`src/shared/jpm_pkg.sv`:
```
// Constants shared by the channel 0 jitter peak measurement block.
// Assumes a 125 MHz system clock and word-aligned APB register access.
package jpm_pkg;
   // ----------------------------------------------------------------
   // Register indices (byte address is four times the index)
   // ----------------------------------------------------------------
   localparam int          ADDR_W        = 13;         // APB byte address width
   localparam int          IDX_W         = 11;         // Register index width
   localparam logic [10:0] IDX_TALLY_MASK = 11'h020;   // Interrupt mask
   localparam logic [10:0] IDX_TALLY_CTRL = 11'h021;   // Tally update control
   localparam logic [10:0] IDX_TALLY_STAT = 11'h022;   // Interrupt status, write one to clear
   localparam logic [10:0] IDX_ERR_LOW    = 11'h023;   // error_tally_low
   localparam logic [10:0] IDX_ERR_HIGH   = 11'h024;   // error_tally_high
   localparam logic [10:0] IDX_JM_CFG     = 11'h7E5;   // jitter_measure_config
   localparam logic [10:0] IDX_POS_LOW    = 11'h7E6;   // positive_peak_low
   localparam logic [10:0] IDX_POS_HIGH   = 11'h7E7;   // positive_peak_high
   localparam logic [10:0] IDX_NEG_LOW    = 11'h7E8;   // negative_peak_low
   localparam logic [10:0] IDX_NEG_HIGH   = 11'h7E9;   // negative_peak_high
   localparam logic [1:0]  WORD_ALIGN     = 2'h0;      // Low address bits of a legal access

   // ----------------------------------------------------------------
   // Field layout and reset values
   // ----------------------------------------------------------------
   localparam int          BIT_BAND_SEL   = 0;         // band_select
   localparam int          BIT_PERIOD_SEL = 1;         // period_select
   localparam int          BIT_END_TRIG   = 2;         // period_end_trigger
   localparam int          JM_W           = 3;         // Implemented config bits
   localparam int          BIT_TALLY_TRIG = 0;         // Manual tally update trigger
   localparam int          BIT_TALLY_SEL  = 1;         // tally_update_select
   localparam int          BIT_TALLY_OVF  = 0;         // tally_overflow_flag
   localparam logic [2:0]  JM_RESET       = 3'h0;      // Config after reset
   localparam logic [1:0]  TCTRL_RESET    = 2'h0;      // Tally control after reset
   localparam int          PEAK_W         = 12;        // Peak code width, 1/16 UIpp per step
   localparam int          TALLY_W        = 16;        // Error tally width
   localparam int          BYTE_W         = 8;         // Register data width

   // ----------------------------------------------------------------
   // Timing
   // ----------------------------------------------------------------
   localparam longint      CLK_HZ         = 125000000; // System clock rate
   localparam longint      PERIOD_MS      = 1000;      // Automatic period, milliseconds
   localparam int          PERIOD_CYC     = int'(CLK_HZ / 1000 * PERIOD_MS);
endpackage : jpm_pkg

```
`src/hw/jpm_top.sv`:
```
// Channel 0 jitter peak capture, error tally high/low byte and overflow interrupt.
// Assumes jitter magnitudes and error events come from logic on I_CLK, and an APB master.
`timescale 1ns/1ps
`default_nettype none

// Function
// (RQ1) Error tally high byte readable, read only
// (RQ2) Error tally high byte zero after reset
// (RQ3) Config: trigger bit2, period bit1, band bit0
// (RQ4) Trigger rising edge loads both peak results
// (RQ5) Software clears trigger before next capture
// (RQ6) Manual mode: period ends only on trigger
// (RQ7) Automatic mode: period ends every second
// (RQ8) Band zero selects wide low-frequency filter
// (RQ9) Band one selects high-frequency filter band
// (RQ10) Hold greatest positive peak, twelve bits
// (RQ11) Positive result updates per period select
// (RQ12) Software reads results before next update
// (RQ13) Peak code counts sixteenths of UIpp
// (RQ14) Positive peak low byte zero after reset
// (RQ15) Trigger ignored in automatic mode
// (RQ16) Tally accumulates; update overwrites result registers
// (RQ17) Tally overflow sets write-one-clear flag
// (RQ18) Negative peak captured like positive peak
module jpm_top #(
   parameter int P_PERIOD_CYC = jpm_pkg::PERIOD_CYC   // Cycles in one automatic period
) (
   input  wire  logic                        I_CLK,          // System clock
   input  wire  logic                        I_RESETN,       // Async reset, active low
   input  wire  logic                        I_PSEL,         // APB select
   input  wire  logic                        I_PENABLE,      // APB access phase
   input  wire  logic                        I_PWRITE,       // APB direction
   input  wire  logic [jpm_pkg::ADDR_W-1:0]  I_PADDR,        // APB byte address
   input  wire  logic [31:0]                 I_PWDATA,       // APB write data
   output logic       [31:0]                 O_PRDATA,       // APB read data
   output logic                              O_PREADY,       // APB ready
   output logic                              O_PSLVERR,      // APB error, unmapped or misaligned address
   input  wire  logic                        I_SAMPLE_VLD,   // Demodulated sample valid
   input  wire  logic [jpm_pkg::PEAK_W-1:0]  I_POS_SWING,    // Positive swing magnitude
   input  wire  logic [jpm_pkg::PEAK_W-1:0]  I_NEG_SWING,    // Negative swing magnitude
   input  wire  logic                        I_ERR_EVENT,    // One error counted per cycle high
   output logic                              O_BAND_SELECT,  // Filter band to front end
   output logic                              O_PERIOD_END,   // Pulse when results update
   output logic                              O_IRQ           // Level interrupt
);
   // ----------------------------------------------------------------
   // Declarations
   // ----------------------------------------------------------------
   localparam int CW = $clog2(P_PERIOD_CYC + 1);
   localparam logic [CW-1:0] TICK_LAST = CW'(P_PERIOD_CYC - 1);  // Last count of a period

   logic [jpm_pkg::IDX_W-1:0]   idx;             // Register index of the access
   logic                        aligned;         // Word aligned access
   logic                        setup;           // APB setup cycle
   logic                        wr_en;           // Write takes effect this edge
   logic                        hit;             // Address is mapped and word aligned
   logic [7:0]                  rd_byte;         // Selected register contents
   logic [CW-1:0]               tick_cnt_q;      // Period counter
   logic                        tick;            // One-second enable
   logic [jpm_pkg::JM_W-1:0]    jm_q;            // Measurement config
   logic                        trig_rise;       // Trigger written 0 to 1
   logic                        jit_cap;         // End of a jitter period
   logic [jpm_pkg::PEAK_W-1:0]  pos_max_q;       // Running positive maximum
   logic [jpm_pkg::PEAK_W-1:0]  neg_max_q;       // Running negative maximum
   logic [jpm_pkg::PEAK_W-1:0]  pos_now;         // Maximum including this sample
   logic [jpm_pkg::PEAK_W-1:0]  neg_now;         // Maximum including this sample
   logic [jpm_pkg::PEAK_W-1:0]  pos_res_q;       // positive_swing_peak result
   logic [jpm_pkg::PEAK_W-1:0]  neg_res_q;       // negative_swing_peak result
   logic [1:0]                  tctrl_q;         // Tally update control
   logic                        tally_rise;      // Manual tally trigger 0 to 1
   logic                        tally_upd;       // Tally result update
   logic [jpm_pkg::TALLY_W-1:0] tally_cnt_q;     // Internal error accumulator
   logic [jpm_pkg::TALLY_W-1:0] tally_res_q;     // error_tally result
   logic                        ovf;             // Error event while accumulator is all ones
   logic                        stat_q;          // tally_overflow_flag
   logic                        mask_q;          // Interrupt mask, one enables

   // ----------------------------------------------------------------
   // APB decode
   // ----------------------------------------------------------------
   assign idx     = I_PADDR[jpm_pkg::ADDR_W-1:2];
   assign aligned = (I_PADDR[1:0] == jpm_pkg::WORD_ALIGN);
   assign setup   = I_PSEL & ~I_PENABLE;
   assign wr_en   = I_PSEL & I_PENABLE & O_PREADY & I_PWRITE & ~O_PSLVERR;

   // Read multiplexer; narrow registers sit in the low bits
   always_comb begin
      hit     = aligned;
      rd_byte = 8'h00;
      unique case (idx)
         jpm_pkg::IDX_TALLY_MASK : rd_byte = {7'h00, mask_q};
         jpm_pkg::IDX_TALLY_CTRL : rd_byte = {6'h00, tctrl_q};
         jpm_pkg::IDX_TALLY_STAT : rd_byte = {7'h00, stat_q};
         jpm_pkg::IDX_ERR_LOW    : rd_byte = tally_res_q[7:0];
         jpm_pkg::IDX_ERR_HIGH   : rd_byte = tally_res_q[15:8];           // [RQ1]
         jpm_pkg::IDX_JM_CFG     : rd_byte = {5'h00, jm_q};               // [RQ3]
         jpm_pkg::IDX_POS_LOW    : rd_byte = pos_res_q[7:0];              // [RQ10]
         jpm_pkg::IDX_POS_HIGH   : rd_byte = {4'h0, pos_res_q[11:8]};     // [RQ10]
         jpm_pkg::IDX_NEG_LOW    : rd_byte = neg_res_q[7:0];              // [RQ18]
         jpm_pkg::IDX_NEG_HIGH   : rd_byte = {4'h0, neg_res_q[11:8]};     // [RQ18]
         default                 : hit = 1'b0;
      endcase
   end

   // Answer in the first access cycle; data and error registered in setup
   always_ff @(posedge I_CLK or negedge I_RESETN) begin
      if (!I_RESETN) begin
         O_PREADY  <= 1'b0;
         O_PRDATA  <= 32'h0000_0000;
         O_PSLVERR <= 1'b0;
      end else begin
         O_PREADY  <= setup;
         O_PSLVERR <= setup & ~hit;
         // Read data only for mapped reads
         if (setup && hit && !I_PWRITE) begin
            O_PRDATA <= {24'h00_0000, rd_byte};
         end else begin
            O_PRDATA <= 32'h0000_0000;
         end
      end
   end

   // ----------------------------------------------------------------
   // One-second timebase
   // ----------------------------------------------------------------
   assign tick = (tick_cnt_q == TICK_LAST);

   // Free-running period counter
   always_ff @(posedge I_CLK or negedge I_RESETN) begin
      if (!I_RESETN) begin
         tick_cnt_q <= '0;
      end else if (tick) begin
         tick_cnt_q <= '0;
      end else begin
         tick_cnt_q <= tick_cnt_q + 1'b1;
      end
   end

   // ----------------------------------------------------------------
   // Jitter measurement configuration
   // ----------------------------------------------------------------
   // Trigger stays set until software writes zero; only 0 to 1 acts
   assign trig_rise = wr_en && (idx == jpm_pkg::IDX_JM_CFG)
                      && I_PWDATA[jpm_pkg::BIT_END_TRIG] && !jm_q[jpm_pkg::BIT_END_TRIG]; // [RQ5]
   // Period end: timebase in automatic mode, trigger in manual mode
   assign jit_cap   = jm_q[jpm_pkg::BIT_PERIOD_SEL] ? tick : trig_rise;       // [RQ6] [RQ7] [RQ15]

   // Config register, reserved bits not stored
   always_ff @(posedge I_CLK or negedge I_RESETN) begin
      if (!I_RESETN) begin
         jm_q <= jpm_pkg::JM_RESET;
      end else if (wr_en && idx == jpm_pkg::IDX_JM_CFG) begin
         jm_q <= I_PWDATA[jpm_pkg::JM_W-1:0];                              // [RQ3]
      end
   end

   // Band choice drives the front-end filter: 0 wide, 1 high band
   always_ff @(posedge I_CLK or negedge I_RESETN) begin
      if (!I_RESETN) begin
         O_BAND_SELECT <= 1'b0;
      end else begin
         O_BAND_SELECT <= jm_q[jpm_pkg::BIT_BAND_SEL];                    // [RQ8] [RQ9]
      end
   end

   // ----------------------------------------------------------------
   // Peak tracking and capture
   // ----------------------------------------------------------------
   // Codes are kept unscaled: one step is 1/16 UIpp [RQ13]
   always_comb begin
      pos_now = pos_max_q;
      neg_now = neg_max_q;
      if (I_SAMPLE_VLD && I_POS_SWING > pos_max_q) begin
         pos_now = I_POS_SWING;
      end
      if (I_SAMPLE_VLD && I_NEG_SWING > neg_max_q) begin
         neg_now = I_NEG_SWING;
      end
   end

   // Running maxima restart at each period end with the current sample
   always_ff @(posedge I_CLK or negedge I_RESETN) begin
      if (!I_RESETN) begin
         pos_max_q <= '0;
         neg_max_q <= '0;
      end else if (jit_cap) begin
         pos_max_q <= I_SAMPLE_VLD ? I_POS_SWING : '0;
         neg_max_q <= I_SAMPLE_VLD ? I_NEG_SWING : '0;
      end else begin
         pos_max_q <= pos_now;                                              // [RQ10]
         neg_max_q <= neg_now;                                              // [RQ18]
      end
   end

   // Result registers; previous value overwritten at each period end
   always_ff @(posedge I_CLK or negedge I_RESETN) begin
      if (!I_RESETN) begin
         pos_res_q <= '0;                                                   // [RQ14]
         neg_res_q <= '0;
      end else if (jit_cap) begin
         pos_res_q <= pos_now;                                              // [RQ4] [RQ11]
         neg_res_q <= neg_now;                                              // [RQ4] [RQ18]
      end
   end

   // Pulse flags a fresh result set
   always_ff @(posedge I_CLK or negedge I_RESETN) begin
      if (!I_RESETN) begin
         O_PERIOD_END <= 1'b0;
      end else begin
         O_PERIOD_END <= jit_cap;
      end
   end

   // ----------------------------------------------------------------
   // Error tally
   // ----------------------------------------------------------------
   assign tally_rise = wr_en && (idx == jpm_pkg::IDX_TALLY_CTRL)
                       && I_PWDATA[jpm_pkg::BIT_TALLY_TRIG] && !tctrl_q[jpm_pkg::BIT_TALLY_TRIG];
   assign tally_upd  = tctrl_q[jpm_pkg::BIT_TALLY_SEL] ? tick : tally_rise;
   assign ovf        = I_ERR_EVENT && (tally_cnt_q == {jpm_pkg::TALLY_W{1'b1}});

   // Tally control register
   always_ff @(posedge I_CLK or negedge I_RESETN) begin
      if (!I_RESETN) begin
         tctrl_q <= jpm_pkg::TCTRL_RESET;
      end else if (wr_en && idx == jpm_pkg::IDX_TALLY_CTRL) begin
         tctrl_q <= I_PWDATA[1:0];
      end
   end

   // Accumulator restarts after each update; event on that edge kept
   always_ff @(posedge I_CLK or negedge I_RESETN) begin
      if (!I_RESETN) begin
         tally_cnt_q <= '0;
      end else if (tally_upd) begin
         tally_cnt_q <= {{(jpm_pkg::TALLY_W-1){1'b0}}, I_ERR_EVENT};
      end else if (I_ERR_EVENT) begin
         tally_cnt_q <= tally_cnt_q + 1'b1;                                 // [RQ16]
      end
   end

   // Result seen by software through low and high byte
   always_ff @(posedge I_CLK or negedge I_RESETN) begin
      if (!I_RESETN) begin
         tally_res_q <= '0;                                                 // [RQ2]
      end else if (tally_upd) begin
         tally_res_q <= tally_cnt_q;                                        // [RQ16]
      end
   end

   // ----------------------------------------------------------------
   // Interrupt status, mask and output
   // ----------------------------------------------------------------
   // Sticky flag; a set in the clearing cycle wins
   always_ff @(posedge I_CLK or negedge I_RESETN) begin
      if (!I_RESETN) begin
         stat_q <= 1'b0;
      end else begin
         stat_q <= ovf | (stat_q & ~(wr_en && idx == jpm_pkg::IDX_TALLY_STAT
                                     && I_PWDATA[jpm_pkg::BIT_TALLY_OVF])); // [RQ17]
      end
   end

   // Mask register and level interrupt
   always_ff @(posedge I_CLK or negedge I_RESETN) begin
      if (!I_RESETN) begin
         mask_q <= 1'b0;
         O_IRQ  <= 1'b0;
      end else begin
         if (wr_en && idx == jpm_pkg::IDX_TALLY_MASK) begin
            mask_q <= I_PWDATA[0];
         end
         O_IRQ <= stat_q & mask_q;
      end
   end

   // ----------------------------------------------------------------
   // Assertions
   // ----------------------------------------------------------------
   AST_HIGH_BYTE_READ: assert property (@(posedge I_CLK) disable iff (!I_RESETN) // [RQ1]
      (setup && !I_PWRITE && aligned && idx == jpm_pkg::IDX_ERR_HIGH)
      |=> O_PREADY && O_PRDATA == {24'h00_0000, $past(tally_res_q[15:8])})
      else $error("Tally high byte read returned wrong data");

   AST_HIGH_BYTE_RESET: assert property (@(posedge I_CLK) disable iff (!I_RESETN) // [RQ2]
      $rose(I_RESETN) |-> tally_res_q == '0)
      else $error("Tally result not zero after reset");

   AST_CFG_WRITE: assert property (@(posedge I_CLK) disable iff (!I_RESETN) // [RQ3]
      (wr_en && idx == jpm_pkg::IDX_JM_CFG) |=> jm_q == $past(I_PWDATA[2:0]))
      else $error("Config write not stored");

   AST_MANUAL_CAPTURE: assert property (@(posedge I_CLK) disable iff (!I_RESETN) // [RQ4]
      (trig_rise && !jm_q[jpm_pkg::BIT_PERIOD_SEL])
      |=> pos_res_q == $past(pos_now) && neg_res_q == $past(neg_now) && O_PERIOD_END
      ##1 !O_PERIOD_END)
      else $error("Manual trigger did not load both peaks");

   AST_MANUAL_HOLD: assert property (@(posedge I_CLK) disable iff (!I_RESETN) // [RQ6]
      (!jm_q[jpm_pkg::BIT_PERIOD_SEL] && !trig_rise) |=> $stable(pos_res_q) && !O_PERIOD_END)
      else $error("Result changed without trigger in manual mode");

   AST_AUTO_SECOND: assert property (@(posedge I_CLK) disable iff (!I_RESETN) // [RQ7]
      (tick && jm_q[jpm_pkg::BIT_PERIOD_SEL]) |=> pos_res_q == $past(pos_now) && O_PERIOD_END)
      else $error("Automatic period end did not update result");

   AST_AUTO_IGNORE_TRIG: assert property (@(posedge I_CLK) disable iff (!I_RESETN) // [RQ15]
      (jm_q[jpm_pkg::BIT_PERIOD_SEL] && !tick) |=> $stable(neg_res_q))
      else $error("Trigger acted in automatic mode");

   AST_TALLY_UPDATE: assert property (@(posedge I_CLK) disable iff (!I_RESETN) // [RQ16]
      tally_upd |=> tally_res_q == $past(tally_cnt_q) && tally_cnt_q <= 16'h0001)
      else $error("Tally update wrong");

   AST_OVF_FLAG: assert property (@(posedge I_CLK) disable iff (!I_RESETN) // [RQ17]
      ovf |=> stat_q)
      else $error("Overflow did not raise flag");

   AST_IRQ_LEVEL: assert property (@(posedge I_CLK) disable iff (!I_RESETN) // [RQ17]
      1'b1 |=> O_IRQ == $past(stat_q && mask_q))
      else $error("Interrupt does not follow unmasked flag");
endmodule : jpm_top

`default_nettype wire

```
`config.mk`:
```
export PLATFORM = sky130hd
export DESIGN_NAME = jpm_top
export DESIGN_NICKNAME = d
export VERILOG_FILES = /design/src/shared/jpm_pkg.sv /design/src/hw/jpm_top.sv
export SDC_FILE = /design/constraint.sdc
export NUM_CORES = 1
export LEC_CHECK = 0
export BUFFER_PORTS_ARGS = -buffer_cell sky130_fd_sc_hd__buf_2
export CORE_AREA = 4 4 113 115
export CTS_BUF_LIST = sky130_fd_sc_hd__clkbuf_16
export DETAILED_ROUTE_END_ITERATION = 12
export DIE_AREA = 0 0 117 119
export GPL_TIMING_DRIVEN = 0
export PLACE_DENSITY = 0.91
export SLEW_MARGIN = 20
export SYNTH_ARGS = -nofsm -noshare
export SYNTH_HDL_FRONTEND = slang
export SYNTH_SLANG_ARGS = --single-unit
```
`constraint.sdc`:
```
create_clock -name I_CLK -period 3 [get_ports I_CLK]
set_input_delay 0 -clock I_CLK [delete_from_list [all_inputs] [get_ports I_CLK]]
set_output_delay 0 -clock I_CLK [all_outputs]
set_load 0.02 [all_outputs]
```
==> reports/qor.csv <==
metric,value,unit
status,completed,
clk_lat worst skew,420,ps
Die Footprint,13920,um2
max cap viols,0,
Netlist cell types,57,
Vias,5529,
detailed placer's ending HPWL,11.41,mm
Post-synth EDFFs,0,
pin count of the biggest net entering global routing,67,
R2R Setup Slk,340,ps
"worst slack, placed",383.9,ps
site row count,40,
DR vias/cell,5.777,
Hold WC Path Type,in2reg,
CTS H-tree depth,4,
Ports,113,
Synth Cell Area,6606,um2
Fin Setup TNS,0,ps
Clock Skew,10.38,ps
Inst Count DP,892,
CTS tree,yes,
Leak Pwr,3.954,nW
global-route wire length before repair,27.69,mm
clk slew on worst S/H paths,50,ps
initial antenna violation count,1,
Area contributors post-synth,"dfrtp_1, nand2_1, ha_1",
"wirelength, routed",16.65,mm
Routability Congestion,0.8912,
power density over the cells,648.9,nW/um2
Die X-Extent,117,um
Most used DFF post-synth,dfrtp_1,
Hold Slack,46.96,ps
Worst Max-Slew Pin Slew,785.1,ps
RSZ-0062 raised after global routing,no,
CP max FO,10,
Power Total,5.268,mW
startpoint types,flop,
GR Util All Layers,25.43,%
Die Span Y,119,um
Yosys Warn Count,0,
Antenna Violating Nets Remaining,0,
vias in the first global route,5624,
"top cells by count, synth","dfrtp_1, nand2_1, nor2_1",
Synth top area share,48.11,%
"Slew Viols, Final",0,
Core Area,11810,um2
Gate Count Post-Synth,662,
Post-synth ARST share,100.0,%
gr ovfl total,0,
deepest clock path buffer count,2,
TritonCTS Sinks,127,
# setup viols final,0,
clk root buf,clkbuf_16,
synthesis-to-layout area growth,22.88,%
postcts setup bufs,0,
final worst slack,341.7,ps
max_slew headroom,47.18,%
PostCTS Resize Cnt,0,
Max Clock Freq,376.2,MHz
DR WL/cell,17.40,um
DRC Markers,0,
Mean Syn Cell Area,9.979,um2
Non-Filler Instances,957,
final worst path period share,88.61,%
TritonCTS buffer count,17,
Nets,901,
DR iter-0 viols,386,
Initial Utilization,55.93,%
Final Hold Viols,0,
critical path class,reg2reg,
critical path arrival,2960,ps
sequential element share of the synthesized area,48.11,%
Yosys top cell by area,dfrtp_1,
CP endpoint kind,flop,
port bufs,59,
clock period minus worst slack,2658,ps
critical path required time,3300,ps
top-count cell post-synth,dfrtp_1,
layout cells sized above 1,18.17,%
#FFs+latches synth,127,
Initial DRT Pass Iterations,6,
Max IR drop VDD,0.4558,mV
-- metal layers --
metal | routed length, um | global-route usage, %
met5 | 13 | 0
met4 | 622 | 11.97
met3 | 844 | 6.148
met2 | 8473 | 41.79
met1 | 6696 | 31.20
-- cell families (layout without fill, tap and decap cells) --
group,count (synthesis),in the layout,share of synthesized area (%)
other cells,1,25,0.05676
simple gates,261,261,18.71
mux,36,36,6.383
fa+ha+maj,26,26,4.924
xor+xnor,35,35,4.640
buf+inv,78,202,6.383
flops,127,127,48.11
compound gates,98,98,10.80
-- final cells by class --
cell class / count / area, um2
diodes: 1 / 2.502
plain buffers: 47 / 305.3
clock buffers: 17 / 425.4
clock inverters: 12 / 133.9
fillers: 860 / 3694
inverters: 31 / 116.4
multi-input cells: 480 / 3093
flip-flops and latches: 127 / 3178
well taps: 147 / 183.9
repair buffers: 95 / 679.4
-- placed cells by master, fill, tap and decap left out, drive strengths merged, types with 5 or more instances in the layout --
cell type | synthesis | layout
a21oi | 9 | 9
nor2b | 6 | 6
and4 | 5 | 5
clkbuf | 10 | 27
nor2 | 77 | 77
conb | 1 | 24
a31oi | 31 | 31
ha | 26 | 26
buf | 37 | 97
o21ai | 5 | 5
nand4 | 18 | 18
nand2 | 90 | 90
inv | 31 | 36
nand3 | 19 | 19
dfrtp | 127 | 127
a22o | 26 | 26
nor4 | 5 | 5
xor2 | 16 | 16
and3 | 13 | 13
mux2i | 5 | 5
nor3 | 7 | 7
nand2b | 8 | 8
a22oi | 6 | 6
mux2 | 30 | 30
dlygate4sd3 | 0 | 35
xnor2 | 19 | 19
-- sequential cells by signal, summed over array words and instances, names as in the netlist --
register and cells:
tick_cnt_q 27, tally_cnt_q 16, tally_res_q 16, neg_max_q 12, neg_res_q 12, pos_max_q 12
pos_res_q 12, O_PRDATA 8, jm_q 3, tctrl_q 2, O_BAND_SELECT 1, O_IRQ 1
O_PERIOD_END 1, O_PREADY 1, O_PSLVERR 1, mask_q 1, stat_q 1
-- worst max-delay path: stages (launching register included) --
cell      delay [ps]
dfrtp_1          410
nor4bb_1         330
nand4_1          180
nor4_2           510
buf_2            310
a22o_2           240
buf_4            210
mux2_1           340
-- worst paths after layout --
check                                         startpoint                          end  cells after the start
worst max-delay path            tick_cnt_q[19]$_DFF_PN0_  tally_res_q[11]$_DFFE_PN0P_                      7
worst min-delay path                        I_SAMPLE_VLD       pos_max_q[0]$_DFF_PN0_                      3
worst max register to register  tick_cnt_q[19]$_DFF_PN0_  tally_res_q[11]$_DFFE_PN0P_                      7
worst min register to register       jm_q[0]$_DFFE_PN0N_      O_BAND_SELECT$_DFF_PN0_                      0
max in group asynchronous                       I_RESETN     pos_res_q[4]$_DFFE_PN0P_                      3
min in group asynchronous                       I_RESETN      tick_cnt_q[8]$_DFF_PN0_                      2
-- metrics by stage --
| step | cell area (um2) | util, % |
|---|---|---|
| after global routing | 8115 | 68.71 |
| after floorplan | 6693 | - |
| after CTS | 8115 | 68.71 |
| final | 8118 | 68.73 |
| after detailed placement | 7206 | 61.01 |
| after global placement | 7172 | 60.72 |
-- report_power, final --
group	leakage, nW	total [mW]	internal, mW	switching, mW
Clock	0.288	1.98	1.27	0.708
Sequential	1.71	2.12	1.92	0.199
Combinational	1.96	1.17	0.537	0.636
-- repair_timing --
item,4_1_cts,5_1_grt
endpoints found under the setup margin,0,0
hold buffers,35,0
hold endpoints to repair,124,0
Note: power is estimated with default switching activity, not from simulation.
